### config.mk
export PLATFORM = sky130hd
export DESIGN_NAME = video_sync_ctrl
export DESIGN_NICKNAME = d
export VERILOG_FILES = /design/src/vsync_pkg.sv /design/src/sync_2ff.sv /design/src/video_sync_ctrl.sv
export SDC_FILE = /design/constraint.sdc
export NUM_CORES = 1
export LEC_CHECK = 0
export BUFFER_PORTS_ARGS = -buffer_cell sky130_fd_sc_hd__buf_2
export CAP_MARGIN = 20
export CELL_PAD_IN_SITES_DETAIL_PLACEMENT = 0
export CELL_PAD_IN_SITES_GLOBAL_PLACEMENT = 1
export CORE_ASPECT_RATIO = 1.25
export CORE_MARGIN = 2
export CORE_UTILIZATION = 45
export DETAILED_ROUTE_END_ITERATION = 10
export GPL_TIMING_DRIVEN = 0
export HOLD_SLACK_MARGIN = 0.08
export PLACE_DENSITY_LB_ADDON = 0.1
export SYNTH_ARGS = -nofsm -noshare
export SYNTH_HDL_FRONTEND = slang
export SYNTH_SLANG_ARGS = --single-unit
### constraint.sdc
create_clock -name clk_sys -period 2.6 [get_ports clk_sys]
set_clock_uncertainty 0.15 [all_clocks]
set_input_delay 0 -clock clk_sys [delete_from_list [all_inputs] [get_ports clk_sys]]
set_output_delay 0 -clock clk_sys [all_outputs]
set_load 0.01 [all_outputs]
### src/vsync_pkg.sv
// Package: register map, control fields, reset values and timing constants
package vsync_pkg;

    // ---------------------------------------------------------------
    // Register offsets (byte addresses, one 32-bit word each)
    // ---------------------------------------------------------------
    localparam logic [7:0] DPY_CTL_OFS = 8'h00;
    localparam logic [7:0] HTIMING_OFS = 8'h04;
    localparam logic [7:0] VTIMING_OFS = 8'h08;
    localparam logic [7:0] SYNC_PRESET_OFS = 8'h0c;
    localparam logic [7:0] STATUS_OFS = 8'h10;
    localparam logic [7:0] SHIFT_CTL_OFS = 8'h14;

    // ---------------------------------------------------------------
    // Display control fields
    // ---------------------------------------------------------------
    localparam int SEP_SYNC_BIT = 0;
    localparam int COMBINED_SYNC_PIN_OUT_BIT = 1;
    localparam int HSYNC_OUT_BIT = 2;
    localparam int VSYNC_OUT_BIT = 3;
    localparam int COMBINED_SYNC_PIN_EXT_SRC_BIT = 4;
    localparam int PRESET_EN_BIT = 5;
    localparam int TIMER_EN_BIT = 6;
    localparam logic [6:0] DPY_CTL_RST = 7'h40;

    // ---------------------------------------------------------------
    // Timing register reset values (counts in video clock cycles / lines / shift clock edges)
    // ---------------------------------------------------------------
    localparam logic [11:0] HTOTAL_RST = 12'h063;
    localparam logic [11:0] HSYNC_END_RST = 12'h007;
    localparam logic [11:0] HBLANK_END_RST = 12'h00f;
    localparam logic [11:0] HBLANK_START_RST = 12'h05f;
    localparam logic [11:0] VTOTAL_RST = 12'h01f;
    localparam logic [11:0] VSYNC_END_RST = 12'h001;
    localparam logic [11:0] VBLANK_END_RST = 12'h003;
    localparam logic [11:0] VBLANK_START_RST = 12'h01d;
    localparam logic [11:0] SHIFT_LEN_RST = 12'h0ff;
    localparam logic [11:0] MIDLINE_POINT_RST = 12'h07f;

    // Composite sync separation: a low pulse longer than this is vertical
    localparam int COMBINED_SYNC_PIN_VPULSE_NS = 400;
    localparam int CLK_PERIOD_NS = 4;
    localparam int COMBINED_SYNC_PIN_VPULSE_CYC = (COMBINED_SYNC_PIN_VPULSE_NS + CLK_PERIOD_NS - 1) / CLK_PERIOD_NS;

endpackage : vsync_pkg

### src/sync_2ff.sv
// Two-flop synchroniser for one asynchronous level
`timescale 1ns/1ps
module sync_2ff (
    input wire logic clk_sys,
    input wire logic srst,
    input wire logic async_in,
    output logic sync_out
);
    logic meta_q;

    // First stage feeds only the second stage
    always_ff @(posedge clk_sys) begin
        if (srst) begin
            meta_q <= 1'b1;
            sync_out <= 1'b1;
        end else begin
            meta_q <= async_in;
            sync_out <= meta_q;
        end
    end
endmodule : sync_2ff

### src/video_sync_ctrl.sv
// Video sync and blanking pin control with shift-clock tracking
//
// The implementer's own choices: the plain strobed port and the placing of the registers.
`timescale 1ns/1ps

// Functional notes
// - Composite mode: combined blank active in horizontal and vertical retrace.
// - Separate mode: shared blank output is vertical blank only.
// - After reset the shared blank pin acts as combined blank.
// - Composite mode: control bit picks combined sync pin direction.
// - Combined sync input: separate horizontal and vertical timing from it.
// - Combined sync output: active-low, from external syncs or internal timers.
// - Separate mode: combined sync pin is output-only horizontal blank.
// - After reset the combined sync pin is an input.
// - Control bit selects horizontal sync pin direction.
// - Horizontal sync output is active-low from internal timers.
// - Horizontal sync input resyncs timers at programmable cycle.
// - After reset horizontal sync pin is an input.
// - Control bit selects vertical sync pin direction.
// - Vertical sync output is active-low from internal timers.
// - Vertical sync input resyncs timers at programmable line.
// - After reset vertical sync pin is an input.
// - All video timing runs on the video timing clock.
// - Count shift clock edges to schedule transfer and midline reload.
// - External sync may load preset values into the counters.
module video_sync_ctrl #(
    parameter int CNT_W = 12
) (
    input wire logic clk_sys,
    input wire logic srst,
    input wire logic [7:0] reg_addr,
    input wire logic [31:0] reg_wdata,
    input wire logic reg_wr,
    input wire logic reg_rd,
    output logic [31:0] reg_rdata,
    input wire logic combined_sync_pin_i,
    output logic combined_sync_pin_o,
    output logic combined_sync_pin_oe,
    input wire logic hsync_pin_i,
    output logic hsync_pin_o,
    output logic hsync_pin_oe,
    input wire logic vsync_pin_i,
    output logic vsync_pin_o,
    output logic vsync_pin_oe,
    output logic combined_blank_out_n,
    input wire logic shift_clk,
    output logic xfer_req,
    output logic midline_req
);

    // ---------------------------------------------------------------
    // Registers
    // ---------------------------------------------------------------
    logic [6:0] ctl_q;
    logic [CNT_W-1:0] htotal_q, hsync_end_q, hblank_end_q, hblank_start_q;
    logic [CNT_W-1:0] vtotal_q, vsync_end_q, vblank_end_q, vblank_start_q;
    logic [CNT_W-1:0] hpreset_q, vpreset_q;
    logic [CNT_W-1:0] shift_len_q, midline_pt_q;
    logic [CNT_W-1:0] hcnt_q, vcnt_q, shift_cnt_q;
    logic hsync_int, vsync_int, hblank_int, vblank_int;

    // Control decode
    logic sep_mode, combined_sync_pin_out, hsync_out, vsync_out, combined_sync_pin_ext, preset_en, timer_en;
    assign sep_mode = ctl_q[vsync_pkg::SEP_SYNC_BIT];
    assign combined_sync_pin_out = ctl_q[vsync_pkg::COMBINED_SYNC_PIN_OUT_BIT];
    assign hsync_out = ctl_q[vsync_pkg::HSYNC_OUT_BIT];
    assign vsync_out = ctl_q[vsync_pkg::VSYNC_OUT_BIT];
    assign combined_sync_pin_ext = ctl_q[vsync_pkg::COMBINED_SYNC_PIN_EXT_SRC_BIT];
    assign preset_en = ctl_q[vsync_pkg::PRESET_EN_BIT];
    assign timer_en = ctl_q[vsync_pkg::TIMER_EN_BIT];

    // ---------------------------------------------------------------
    // Input synchronisers
    // ---------------------------------------------------------------
    logic combined_sync_pin_s, hsync_s, vsync_s, sclk_s;

    sync_2ff u_sync_combined_sync_pin (.clk_sys(clk_sys), .srst(srst), .async_in(combined_sync_pin_i),
        .sync_out(combined_sync_pin_s));
    sync_2ff u_sync_hsync (.clk_sys(clk_sys), .srst(srst), .async_in(hsync_pin_i),
        .sync_out(hsync_s));
    sync_2ff u_sync_vsync (.clk_sys(clk_sys), .srst(srst), .async_in(vsync_pin_i),
        .sync_out(vsync_s));
    sync_2ff u_sync_sclk (.clk_sys(clk_sys), .srst(srst), .async_in(shift_clk),
        .sync_out(sclk_s));

    // ---------------------------------------------------------------
    // Edge history of synchronised inputs
    // ---------------------------------------------------------------
    logic combined_sync_pin_d_q, hsync_d_q, vsync_d_q, sclk_d_q;

    always_ff @(posedge clk_sys) begin
        if (srst) begin
            combined_sync_pin_d_q <= 1'b1;
            hsync_d_q <= 1'b1;
            vsync_d_q <= 1'b1;
            sclk_d_q <= 1'b1; // Matches the synchroniser reset, so no false edge
        end else begin
            combined_sync_pin_d_q <= combined_sync_pin_s;
            hsync_d_q <= hsync_s;
            vsync_d_q <= vsync_s;
            sclk_d_q <= sclk_s;
        end
    end

    // ---------------------------------------------------------------
    // Composite sync separator
    // ---------------------------------------------------------------
    // A low pulse that outlasts the threshold is taken as vertical sync;
    // every falling edge still marks a line start. Serration is ignored.
    logic [15:0] clow_cnt_q;
    logic csep_vs_q;
    logic combined_sync_pin_sep_active;
    assign combined_sync_pin_sep_active = !sep_mode && !combined_sync_pin_out;

    always_ff @(posedge clk_sys) begin
        if (srst) begin
            clow_cnt_q <= '0;
            csep_vs_q <= 1'b0;
        end else if (!combined_sync_pin_s) begin
            if (clow_cnt_q != 16'hffff)
                clow_cnt_q <= clow_cnt_q + 16'h0001;
            csep_vs_q <= combined_sync_pin_sep_active &&
                (clow_cnt_q == 16'(vsync_pkg::COMBINED_SYNC_PIN_VPULSE_CYC));
        end else begin
            clow_cnt_q <= '0;
            csep_vs_q <= 1'b0;
        end
    end

    // External sync events (falling edges of the synchronised inputs, or a long combined sync low)
    logic ext_h_evt, ext_v_evt;
    assign ext_h_evt = (!hsync_out && hsync_d_q && !hsync_s) ||
        (combined_sync_pin_sep_active && combined_sync_pin_d_q && !combined_sync_pin_s);
    assign ext_v_evt = (!vsync_out && vsync_d_q && !vsync_s) || csep_vs_q;

    // Pending vertical event waits for the next line start so that the
    // programmable line preset lands on a line boundary.
    logic vpend_q;

    always_ff @(posedge clk_sys) begin
        if (srst)
            vpend_q <= 1'b0;
        else if (ext_v_evt)
            vpend_q <= 1'b1;
        else if (ext_h_evt)
            vpend_q <= 1'b0;
    end

    // ---------------------------------------------------------------
    // Video timers (run on the video timing clock)
    // ---------------------------------------------------------------
    logic h_wrap, v_wrap;
    assign h_wrap = (hcnt_q == htotal_q);
    assign v_wrap = (vcnt_q == vtotal_q);

    // Horizontal counter; external sync loads the programmed cycle
    always_ff @(posedge clk_sys) begin
        if (srst)
            hcnt_q <= '0;
        else if (!timer_en)
            hcnt_q <= '0;
        else if (ext_h_evt && preset_en)
            hcnt_q <= hpreset_q;
        else if (h_wrap)
            hcnt_q <= '0;
        else
            hcnt_q <= hcnt_q + 1'b1;
    end

    // Vertical counter; external vertical sync loads the programmed line
    always_ff @(posedge clk_sys) begin
        if (srst)
            vcnt_q <= '0;
        else if (!timer_en)
            vcnt_q <= '0;
        else if (ext_h_evt && preset_en && (vpend_q || ext_v_evt))
            vcnt_q <= vpreset_q;
        else if (h_wrap)
            vcnt_q <= v_wrap ? '0 : vcnt_q + 1'b1;
    end

    // Sync and blank intervals from the counters, active high internally
    assign hsync_int = timer_en && (hcnt_q < hsync_end_q);
    assign vsync_int = timer_en && (vcnt_q < vsync_end_q);
    assign hblank_int = timer_en && ((hcnt_q < hblank_end_q) || (hcnt_q >= hblank_start_q));
    assign vblank_int = timer_en && ((vcnt_q < vblank_end_q) || (vcnt_q >= vblank_start_q));

    // ---------------------------------------------------------------
    // Pin drivers (all outputs registered)
    // ---------------------------------------------------------------
    // Horizontal and vertical sync pins
    always_ff @(posedge clk_sys) begin
        if (srst) begin
            hsync_pin_oe <= 1'b0;
            hsync_pin_o <= 1'b1;
            vsync_pin_oe <= 1'b0;
            vsync_pin_o <= 1'b1;
        end else begin
            hsync_pin_oe <= hsync_out;
            hsync_pin_o <= !hsync_int;
            vsync_pin_oe <= vsync_out;
            vsync_pin_o <= !vsync_int;
        end
    end

    // Shared sync pin: composite sync in or out, or horizontal blank
    // Externally sourced composite sync uses the synchronised pins, so it
    // trails them by the synchroniser latency.
    always_ff @(posedge clk_sys) begin
        if (srst) begin
            combined_sync_pin_oe <= 1'b0;
            combined_sync_pin_o <= 1'b1;
        end else if (sep_mode) begin
            combined_sync_pin_oe <= 1'b1;
            combined_sync_pin_o <= !hblank_int;
        end else begin
            combined_sync_pin_oe <= combined_sync_pin_out;
            if (combined_sync_pin_ext)
                combined_sync_pin_o <= hsync_s & vsync_s;
            else
                combined_sync_pin_o <= !(hsync_int || vsync_int);
        end
    end

    // Shared blank pin: composite blank or vertical blank
    always_ff @(posedge clk_sys) begin
        if (srst)
            combined_blank_out_n <= 1'b1;
        else if (sep_mode)
            combined_blank_out_n <= !vblank_int;
        else
            combined_blank_out_n <= !(hblank_int || vblank_int);
    end

    // ---------------------------------------------------------------
    // Shift clock tracking
    // ---------------------------------------------------------------
    // Rising edges of the shift clock advance the serial register position;
    // it must run slower than half the system clock to be seen reliably.
    logic sclk_rise;
    assign sclk_rise = sclk_s && !sclk_d_q;

    always_ff @(posedge clk_sys) begin
        if (srst) begin
            shift_cnt_q <= '0;
            xfer_req <= 1'b0;
            midline_req <= 1'b0;
        end else begin
            xfer_req <= 1'b0;
            midline_req <= 1'b0;
            if (timer_en && h_wrap && v_wrap) begin
                shift_cnt_q <= '0;
                xfer_req <= 1'b1;
            end else if (sclk_rise) begin
                if (shift_cnt_q == shift_len_q) begin
                    shift_cnt_q <= '0;
                    xfer_req <= 1'b1;
                end else begin
                    shift_cnt_q <= shift_cnt_q + 1'b1;
                end
                midline_req <= (shift_cnt_q == midline_pt_q);
            end
        end
    end

    // ---------------------------------------------------------------
    // Register writes
    // ---------------------------------------------------------------
    always_ff @(posedge clk_sys) begin
        if (srst) begin
            ctl_q <= vsync_pkg::DPY_CTL_RST;
            htotal_q <= CNT_W'(vsync_pkg::HTOTAL_RST);
            hsync_end_q <= CNT_W'(vsync_pkg::HSYNC_END_RST);
            hblank_end_q <= CNT_W'(vsync_pkg::HBLANK_END_RST);
            hblank_start_q <= CNT_W'(vsync_pkg::HBLANK_START_RST);
            vtotal_q <= CNT_W'(vsync_pkg::VTOTAL_RST);
            vsync_end_q <= CNT_W'(vsync_pkg::VSYNC_END_RST);
            hpreset_q <= '0;
            vpreset_q <= '0;
            shift_len_q <= CNT_W'(vsync_pkg::SHIFT_LEN_RST);
            midline_pt_q <= CNT_W'(vsync_pkg::MIDLINE_POINT_RST);
        end else if (reg_wr) begin
            case (reg_addr)
                vsync_pkg::DPY_CTL_OFS: ctl_q <= reg_wdata[6:0];
                vsync_pkg::HTIMING_OFS: begin
                    htotal_q <= reg_wdata[CNT_W-1:0];
                    hsync_end_q <= reg_wdata[16+CNT_W-1:16];
                end
                vsync_pkg::VTIMING_OFS: begin
                    vtotal_q <= reg_wdata[CNT_W-1:0];
                    vsync_end_q <= reg_wdata[16+CNT_W-1:16];
                end
                vsync_pkg::SYNC_PRESET_OFS: begin
                    hpreset_q <= reg_wdata[CNT_W-1:0];
                    vpreset_q <= reg_wdata[16+CNT_W-1:16];
                end
                vsync_pkg::SHIFT_CTL_OFS: begin
                    shift_len_q <= reg_wdata[CNT_W-1:0];
                    midline_pt_q <= reg_wdata[16+CNT_W-1:16];
                end
                vsync_pkg::STATUS_OFS: begin
                    hblank_end_q <= reg_wdata[CNT_W-1:0];
                    hblank_start_q <= reg_wdata[16+CNT_W-1:16];
                end
                default: ;
            endcase
        end
    end

    always_ff @(posedge clk_sys) begin
        if (srst) begin
            reg_rdata <= '0;
        end else if (reg_rd) begin
            case (reg_addr)
                vsync_pkg::DPY_CTL_OFS: reg_rdata <= {25'h0, ctl_q};
                vsync_pkg::HTIMING_OFS:
                    reg_rdata <= {4'h0, hsync_end_q, 4'h0, htotal_q};
                vsync_pkg::VTIMING_OFS:
                    reg_rdata <= {4'h0, vsync_end_q, 4'h0, vtotal_q};
                vsync_pkg::SYNC_PRESET_OFS:
                    reg_rdata <= {4'h0, vpreset_q, 4'h0, hpreset_q};
                vsync_pkg::SHIFT_CTL_OFS:
                    reg_rdata <= {4'h0, midline_pt_q, 4'h0, shift_len_q};
                vsync_pkg::STATUS_OFS:
                    reg_rdata <= {4'h0, vcnt_q, 4'h0, hcnt_q};
                default: reg_rdata <= '0;
            endcase
        end else begin
            reg_rdata <= '0;
        end
    end

    // Vertical blank end follows the vertical sync end and blank start the vertical total, at fixed margins
    always_ff @(posedge clk_sys) begin
        if (srst) begin
            vblank_end_q <= CNT_W'(vsync_pkg::VBLANK_END_RST);
            vblank_start_q <= CNT_W'(vsync_pkg::VBLANK_START_RST);
        end else if (reg_wr && reg_addr == vsync_pkg::VTIMING_OFS) begin
            vblank_end_q <= reg_wdata[16+CNT_W-1:16] + CNT_W'(2);
            vblank_start_q <= reg_wdata[CNT_W-1:0] - CNT_W'(2);
        end
    end

endmodule : video_sync_ctrl

# [Word-level counts from Yosys, hierarchy flattened]
# Cells that the tools add are included.
[op_classes] reduce_logical=53 n_eq_ne=11 n_mux=16 addsub=6 bitwise=4 order_cmp=6
[ops] operator="$pmux 28 s6" n=1
[ops] operator="$mux 12" n=6
[ops] operator="$eq 12x12->1" n=4
[ops] operator="$lt 12x12->1" n=4
[ops] operator="$add 12x1->12 const B" n=3
[ops] operator="$ge 12x12->1" n=2
[ops] operator="$logic_and 1x1->1" n=18
[ops] operator="$add 16x1->16 const B" n=1
[ops] operator="$eq 16x7->1 const B" n=1
[ops] operator="$eq 8x4->1 const B" n=2
[ops] operator="$eq 8x5->1 const B" n=2
[ops] operator="$ne 16x16->1 const B" n=1
[ops] operator="$logic_not 1->1" n=14
[ops] operator="$add 12x2->12 const B" n=1
[ops] operator="$reduce_and 2->1" n=6
[ops] operator="$sub 12x2->12 const B" n=1
[ops] operator="$mux 1" n=9
[ops] operator="$eq 8x3->1 const B" n=1
[ops] operator="$logic_not 8->1" n=1
[ops] operator="$reduce_or 2->1" n=4
[ops] operator="$logic_or 1x1->1" n=7
[ops] operator="$reduce_bool 2->1" n=2
[ops] operator="$not 1->1" n=3
[ops] operator="$reduce_or 3->1" n=1
[ops] operator="$and 1x1->1" n=1
[word_totals] reg_bits=258 output_inout_bits=41

# [Depth between registers and ports, before layout]
# Gate-level depths: netlist (run 1).
[logic_depth] word_depth=8 mapped_depth=10

# [Modules after synthesis]
# Synthesis (run 1) repeated with hierarchy kept, for this count alone.
[unflattened] cells_unflattened=1517 area_unflattened_um2=12431.9
[by_module_without_submodules] mod="video_sync_ctrl" seq_area_each_um2=4804.6 cells_each=1501 area_per_inst_um2=12221.7 instances=1
[by_module_without_submodules] mod="sync_2ff" seq_area_each_um2=40.0 cells_each=4 area_per_inst_um2=52.6 instances=4

# [Least setup slack after synthesis (run 1)]
# Ideal clock, no wire load.
[synth_path] kind="register to register" from="register vcnt_q[5]" to="register shift_cnt_q[10]" path_slack_ns=0.493 setup_time_ns=0.117 path_buffers=2 synth_period_minus_slack_ns=2.107 arrival_ns=1.840 path_stages_with_launch=9 cell_sequence="dfxtp_1 > clkbuf_1 > xnor2_1 > nand4_1 > nor3_1 > nor3b_2 > or3_1 > buf_2 > nor2_1"
[synth_between] elab_chain_cells=3
[synth_rtl] element="start, declared" line="video_sync_ctrl.sv:59" source="logic [CNT_W-1:0] hcnt_q, vcnt_q, shift_cnt_q;"
[synth_rtl] element="start signal, assigned" line="video_sync_ctrl.sv:177" source="vcnt_q <= vpreset_q;"
[synth_rtl] element="start signal, assigned" line="video_sync_ctrl.sv:179" source="vcnt_q <= v_wrap ? '0 : vcnt_q + 1'b1;"
[synth_rtl] element="$eq 12x12->1" line="video_sync_ctrl.sv:154" source="assign v_wrap = (vcnt_q == vtotal_q);"
[synth_rtl] element="$logic_and 1x1->1" line="video_sync_ctrl.sv:251" source="if (timer_en && h_wrap && v_wrap) begin"
[synth_rtl] element="$reduce_or 2->1 (no source line)"
[synth_rtl] element="end signal, assigned" line="video_sync_ctrl.sv:259" source="shift_cnt_q <= shift_cnt_q + 1'b1;"
[synth_rtl] element="end, declared" line="video_sync_ctrl.sv:59"
# Every way passes these cells.
# A chain may end at the register's enable or synchronous reset.

# [Final worst setup path (run 1)]
[layout_path] from="register vcnt_q[6]" to="register shift_cnt_q[9]"
# The elaborated chain is that of the path after synthesis.

==> impl_results.md, run 1 <==
* Most used DFF post-synth: dfxtp_1
* # nets final at 1839
* Critical Path Start: vcnt_q[6]$_SDFFE_PP0P_
* Worst min-delay path class: input port to flop
* Cells taking the most area after synthesis: dfxtp_1, nand2_1, ha_1, a21oi_1, xor2_1
* DRT iter0 DRCs at 785
* Overall routing resource usage at 0.303
* CP peak stage delay at ~0.5 ns
* Worst R2R Setup Slack at 0.07 ns
* Avg Cell Area, Syn at 8.05 um^2
* Skew-Pair Late Insertion Delay at 0.55 ns
* DRT Pass-1 Iters at 5
* Hold path cells at 7
* Height of the die at about 190 um
* Initial Util at 0.458
* Max-Cap Viols at 0
* Yosys top cell by area: dfxtp_1
* Pwr/cell area at about 560 nW/um^2
* Area Overhead vs Synth at 16.9%
* Finished Cell Area at roughly 15000 um^2
* Min Tclk post-route at ~2.5 ns
* Clk pin slew, worst setup/hold paths at roughly 0.060 ns
* Share of the yosys chip area belonging to registers at 0.390
* Inst Count DP at around 2k
* Slew Viols, Final at 0
* CTS max path bufs at 3
* Grt total ovfl at 0
* Yosys cell types at 57
* LEAKAGE at 5.98 nW
* Worst r2r path cells at 8
* Placed Area at 13500 um^2
* EDFF count, synth at 0
* Worst rel slew slack at 0.338
* DR vias at 11.7k
* Top delay family on crit path: simple AND/OR/NAND/NOR gates
* Clock sink total at 248
* Final worst path period share at 0.975
* Crit path kind: flop to flop
* Num rows at 68
* Commonest cells post-synth: nand2_1, dfxtp_1, a21oi_1, nor2_1, inv_1
* Max Clk Rate at between 300 and 400 MHz
* Slowest-stage cell, CP: dfxtp_1
* Reg area at 4980 um^2
* CP endpoint kind: flop
* Crit-path cells: clkbuf_2 -> xnor2_1 -> nand4_1 -> nor3_4 -> nor3b_4 -> or3_1 -> buf_2 -> nor2_1
* Synth Cell Area at about 13000 um^2
* Antenna Nets Post-Route at 0
* Initial antenna violation count at 2
* Multi-input gate area at between 6000 and 7000 um^2
* CTS tree: built
* Post-Layout Cell Count at between 2k and 2.5k
* Finished Core Util at 0.536
* GP Congestion at about 0.97
* Worst setup SP type: flop
* Syn Inst Count at roughly 1.6k
* CP required at between 2 and 3 ns
* Synth top area share at 0.390
* Syn. warnings at 0
* Peak supply drop at 0.417 mV
* CP Buf/Inv Count at 2
* Vias in the first global route at around 11k
* # setup viols final at 0
* Die Footprint at a little under 30000 um^2
* FF+latch count, synth at 248
* Asr flop ratio synth at 0
* RR Startpoint: vcnt_q[6]$_SDFFE_PP0P_
* Largest net degree at the start of global routing at 14
* Chip width at between 150 and 200 um
* Arr. time, crit path at around 2.8 ns
* Worst-Margin Slew at between 0.9 and 1 ns
* First-pass GRT wire length at between 60 and 70 mm
* DP Wirelength at between 30 and 40 mm
* WL final at about 45 mm
* Hold slack at between 0.15 and 0.2 ns
* Min-delay src: reg_addr[7]
* Hold Crit Endpoint: reg_rdata[1]$_SDFF_PP0_
* Ports at between 80 and 90
* Setup TNS at 0 ns
* H-tree depth at 1
* Worst Path Max Fanout at 10
* CTS Buf Count at 27
* Worst R2R End: shift_cnt_q[9]$_SDFFE_PP0P_
* Vias per cell at around 5.6
* Share of layout cells above drive strength 1 at 0.119
* Status: finished clean
* Diodes inserted at 0
* Number of fill cells at about 2.7k
* Clock Tree Root: clkbuf_16
* Area of the core at around 28000 um^2
* DRC at 0
* Hold Fails Final Rpt at 0
* PortBufs at 55
* DR WL/cell at 21.7 um
* Top-count cell post-synth: nand2_1
kinds of logic (layout without fill, tap and decap cells):
family | after synthesis | count (layout) | share of synthesized area
other | 1 | 8 | 0.000295
flip-flops | 248 | 248 | 0.390
AO/OA/AOI/OAI | 315 | 315 | 0.155
multiplexers | 18 | 18 | 0.0157
AND/OR/NAND/NOR | 626 | 626 | 0.227
XOR/XNOR | 99 | 99 | 0.0682
adder cells (fa/ha/maj) | 75 | 75 | 0.0738
buffers and inverters | 198 | 348 | 0.0693
placed cells by master (no fill, tap or decap), types with 6 or more instances in the layout:
cell             n
mux2i_1         11
nand2_1        322
xor2_1          56
a22oi_1         34
conb_1           8
a22o_1          17
buf_4           23
nor3_1          15
o21ai_0         39
or2_2           12
a211oi_2         9
buf_2           77
clkbuf_1        71
dfxtp_1        237
a211oi_1        17
clkbuf_2         7
and4_1           6
nand2b_1         8
ha_1            75
clkinv_2         8
a31oi_1         10
xnor2_1         43
and3_1          15
nand3_1         41
clkbuf_16       27
o2bb2ai_1        8
mux2_2           6
a21oi_1        154
nor2_1          96
dlygate4sd3_1   41
inv_1           77
nand4_1         23
nor4_1          11
a211o_1         11
or3_1            6
nor2b_1         13
nand3b_1        35
dfxtp_2         11
where the power goes:
part           internal [mW]  switching [mW]
clock                   2.30            1.66
combinational          0.158           0.300
sequential              3.82          0.0196
flip-flops by register name, indices dropped and copies added (netlist names), 7 cells and up:
signal / cells
shift_len_q: 12
vpreset_q: 12
midline_pt_q: 12
vblank_start_q: 11
hpreset_q: 12
vcnt_q: 12
hcnt_q: 12
ctl_q: 7
hblank_end_q: 12
vblank_end_q: 11
vsync_end_q: 12
clow_cnt_q: 16
hblank_start_q: 12
htotal_q: 12
vtotal_q: 12
shift_cnt_q: 12
hsync_end_q: 12
reg_rdata: 24
worst register-to-register path: stages, from the launching register on:
cell      delay [ns]
dfxtp_1         0.50
clkbuf_2        0.32
xnor2_1         0.16
nand4_1         0.18
nor3_4          0.33
nor3b_4         0.35
or3_1           0.14
buf_2           0.21
nor2_1          0.08
how the worst max path moves through the flow:
| stage | cells past startpoint | end |
|---|---|---|
| final | 8 | shift_cnt_q[9]$_SDFFE_PP0P_ |
| after global routing | 8 | shift_cnt_q[9]$_SDFFE_PP0P_ |
| after CTS | 8 | shift_cnt_q[9]$_SDFFE_PP0P_ |
| after detailed placement | 8 | shift_cnt_q[5]$_SDFFE_PP0P_ |
| after global placement | 8 | shift_cnt_q[8]$_SDFFE_PP0P_ |
| after floorplan | 8 | shift_cnt_q[10]$_SDFFE_PP0P_ |
per-layer routing:
metal	track usage	vias up	routed length [um]
met4	0.161	0	2750
li1	-	5615	-
met3	0.0424	124	2950
met2	0.518	430	21200
met5	0	-	0
met1	0.372	5508	18400
timing repair:
action / 4_1_cts / 5_1_grt
hold endpoints to repair: 167 / 0
hold buffers: 41 / 0
gates resized for setup: 15 / 13
endpoints found under the setup margin: 37 / 22
cloned: 0 / 0
buffers inserted: 1 / 3
metrics by stage:
step                power (mW)  setup slack, ns
floorplan                 4.14            0.493
global placement          4.32           -0.334
detailed placement        4.32           -0.348
CTS                       8.29         -0.00268
global route              8.50          -0.0464
finish                    8.26           0.0651
cell type report:
cell class / instances / area share
repair buffers: 101 / 0.0487
multi-input cells: 1141 / 0.467
flip-flops and latches: 248 / 0.335
well taps: 350 / 0.0295
clock inverters: 15 / 0.0109
clock buffers: 35 / 0.0495
inverters: 77 / 0.0194
plain buffers: 120 / 0.0404
(Power assumes the default switching activity.)
==> run 2, diff against run 1 <==
Settings changed: CORE_ASPECT_RATIO 1.25 to 0.75, CORE_UTILIZATION 45 to 28, PLACE_DENSITY set to 0.61, PLACE_DENSITY_LB_ADDON 0.1 to unset.
==> run 2 against run 1 <==
  * Sequential cell count unchanged
  * Sequential power about the same
  * Hold slack got worse by 0.037 ns
  * Maximum frequency increased by 0.61%
  * Utilization decreased by 19 points
  * Clock power increased by 9.8%
  * First-iteration DRC count increased by 30%
  * Routed wire length increased by 10%
  * Largest cell class unchanged
  * Global-route usage decreased by 9.5 points
  * Die area increased by 59%
==> impl_results.md, run 2 (synthesis results as in run 1) <==
* Num rows at 67 (-1.5%)
* Worst rel slew slack at 0.234 (-0.103)
* Finished Cell Area at 15300 um^2 (+2.9%)
* CTS tree: built
* RSZ-0062 raised after global routing: no
* Worst setup SP type: flop
* Slew Viols, Final at 0 (unchanged)
* Ports at 89 (unchanged)
* Diodes inserted at 0 (unchanged)
* H-tree depth at 1 (unchanged)
* Overall routing resource usage at 0.208 (-0.0953)
* Vias per cell at 5.08 (-9.3%)
* Worst min-delay path class: input port to flop
* CP required at 2.87 ns (about the same)
* Max Clk Rate at 397 MHz (+0.61%)
* Chip width at 250 um (+62%)
* Initial antenna violation count at 3 (+1)
* Crit-path most repeated cell: a21oi_1
* Initial Util at 0.284 (-0.174)
* DRC at 0 (unchanged)
* Final worst path period share at 0.969 (-0.00592)
* Grt total ovfl at 0 (unchanged)
* Crit path kind: flop to flop
* Share of layout cells above drive strength 1 at 0.118 (-0.00122)
* Max-Cap Viols at 0 (unchanged)
* CP endpoint kind: flop
* Top delay family on crit path: flip-flops
* Vias in the first global route at 11.0k (+0.091%)
* CP peak stage delay at 0.70 ns (+0.20 ns)
* Most frequent cells in the layout: nand2_1, dfxtp_1, a21oi_1
* CP Buf/Inv Count at 0 (-2)
* Multi-input gate area at 6970 um^2 (+0.52%)
* LEAKAGE at 6.05 nW (+1.1%)
* Crit-path cells: ha_1 -> a21oi_1 -> o21ai_0 -> a21oi_1 -> nor3_2 -> nor4_1 -> o32ai_1
* GP Congestion at 0.906 (-6.2%)
* Number of fill cells at 4775 (+77%)
* Hold slack at 0.154 ns (-0.0370 ns)
* DP Wirelength at 37.5 mm (+12%)
* Height of the die at 189 um (-1.8%)
* Worst Path Max Fanout at 10 (unchanged)
* Largest net degree at the start of global routing at 15 (+1)
* Area Overhead vs Synth at 20.3%
* Hold Fails Final Rpt at 0 (unchanged)
* Setup TNS at 0 ns (unchanged)
* CTS Buf Count at 28 (+3.7%)
* Reg area at 4970 um^2 (-0.18%)
* Slowest-stage cell, CP: dfxtp_1
* Skew-Pair Late Insertion Delay at 0.57 ns (+0.02 ns)
* CTS max path bufs at 3 (unchanged)
* PortBufs at 55 (unchanged)
* Pwr/cell area at 567 nW/um^2 (+2.1%)
* Arr. time, crit path at 2.79 ns (-0.03 ns)
* Top reg by flops: reg_rdata
* Worst-Margin Slew at 1.15 ns (+0.159 ns)
* Die Footprint at 47200 um^2 (+59%)
* First-pass GRT wire length at 72.8 mm (+8.2%)
* Max reg flops at 24 (unchanged)
* DR vias at 11.8k (+1.0%)
* # nets final at 1841 (+0.11%)
* # setup viols final at 0 (unchanged)
* DR WL/cell at 21.4 um (-1.2%)
* DRT iter0 DRCs at 1018 (+30%)
* Min Tclk post-route at 2.52 ns (-0.0154 ns)
* Antenna Nets Post-Route at 0 (unchanged)
* Clock Tree Root: clkbuf_16
* Peak supply drop at 0.456 mV (+9.1%)
* Commonest non-fill, non-tap cell in the layout: nand2_1
* Placed Area at 13800 um^2 (+2.2%)
* Clock sink total at 248 (unchanged)
* Area of the core at 44800 um^2 (+61%)
* Clk pin slew, worst setup/hold paths at 0.06 ns (about the same)
* DRT Pass-1 Iters at 6 (+1)
* Status: finished clean
* Largest regs: reg_rdata x24, clow_cnt_q x16
* WL final at 49.8 mm (+10%)
## run 2: final timing paths
path / startpoint / to / slack (ns) / depth (start not counted)
worst max-delay path: vcnt_q[7]$_SDFFE_PP0P_ / combined_sync_pin_o$_SDFF_PP1_ / 0.08 / 7
worst min-delay path: reg_addr[0] / reg_rdata[0]$_SDFF_PP0_ / 0.15 / 6
worst max register to register: vcnt_q[7]$_SDFFE_PP0P_ / combined_sync_pin_o$_SDFF_PP1_ / 0.08 / 7
worst min register to register: u_sync_sclk.meta_q$_SDFF_PP1_ / u_sync_sclk.sync_out$_SDFF_PP1_ / 0.26 / 1
## run 2: repair_timing
item,CTS,global route
pin swaps,3,0
endpoints found under the hold margin,158,0
buffers inserted,4,1
hold buffers,42,0
endpoints found under the setup margin,28,24
resized for setup,17,16
## run 2: per-stage QoR
step,power (mW),instances,util,setup slack [ns]
after floorplan,4.14,1587,-,0.493
after global placement,4.35,2228,0.307,-0.685
after detailed placement,4.35,2229,0.307,-0.727
after CTS,8.73,2325,0.341,0.00650
after global routing,8.92,2324,0.342,0.00347
final,8.67,2324,0.342,0.0804
## run 2: where the power goes
group / leakage (nW) / total [mW] / internal (mW) / switching, mW
combinational: 3.56 / 0.478 / 0.159 / 0.319
clock: 0.484 / 4.35 / 2.62 / 1.74
sequential: 2.01 / 3.84 / 3.82 / 0.0200
## run 2: worst reg2reg max path: stages (launching register included)
cell     delay (ns)
dfxtp_1        0.70
ha_1           0.36
a21oi_1        0.15
o21ai_0        0.09
a21oi_1        0.27
nor3_2         0.13
nor4_1         0.35
o32ai_1        0.18
## run 2: final cells by class
| cell class | count | area share |
|---|---|---|
| flip-flops and latches | 248 | 0.325 |
| plain buffers | 119 | 0.0389 |
| clock inverters | 13 | 0.0140 |
| repair buffers | 103 | 0.0484 |
| clock buffers | 37 | 0.0513 |
| well taps | 586 | 0.0479 |
| multi-input cells | 1141 | 0.456 |
| inverters | 77 | 0.0189 |
## run 2: per-layer routing
layer	wire length (um)	track usage	vias to the layer above
met4	1070	0.0463	0
li1	-	-	5629
met3	4780	0.0602	64
met2	20000	0.295	444
met5	0	0	-
met1	23900	0.307	5659
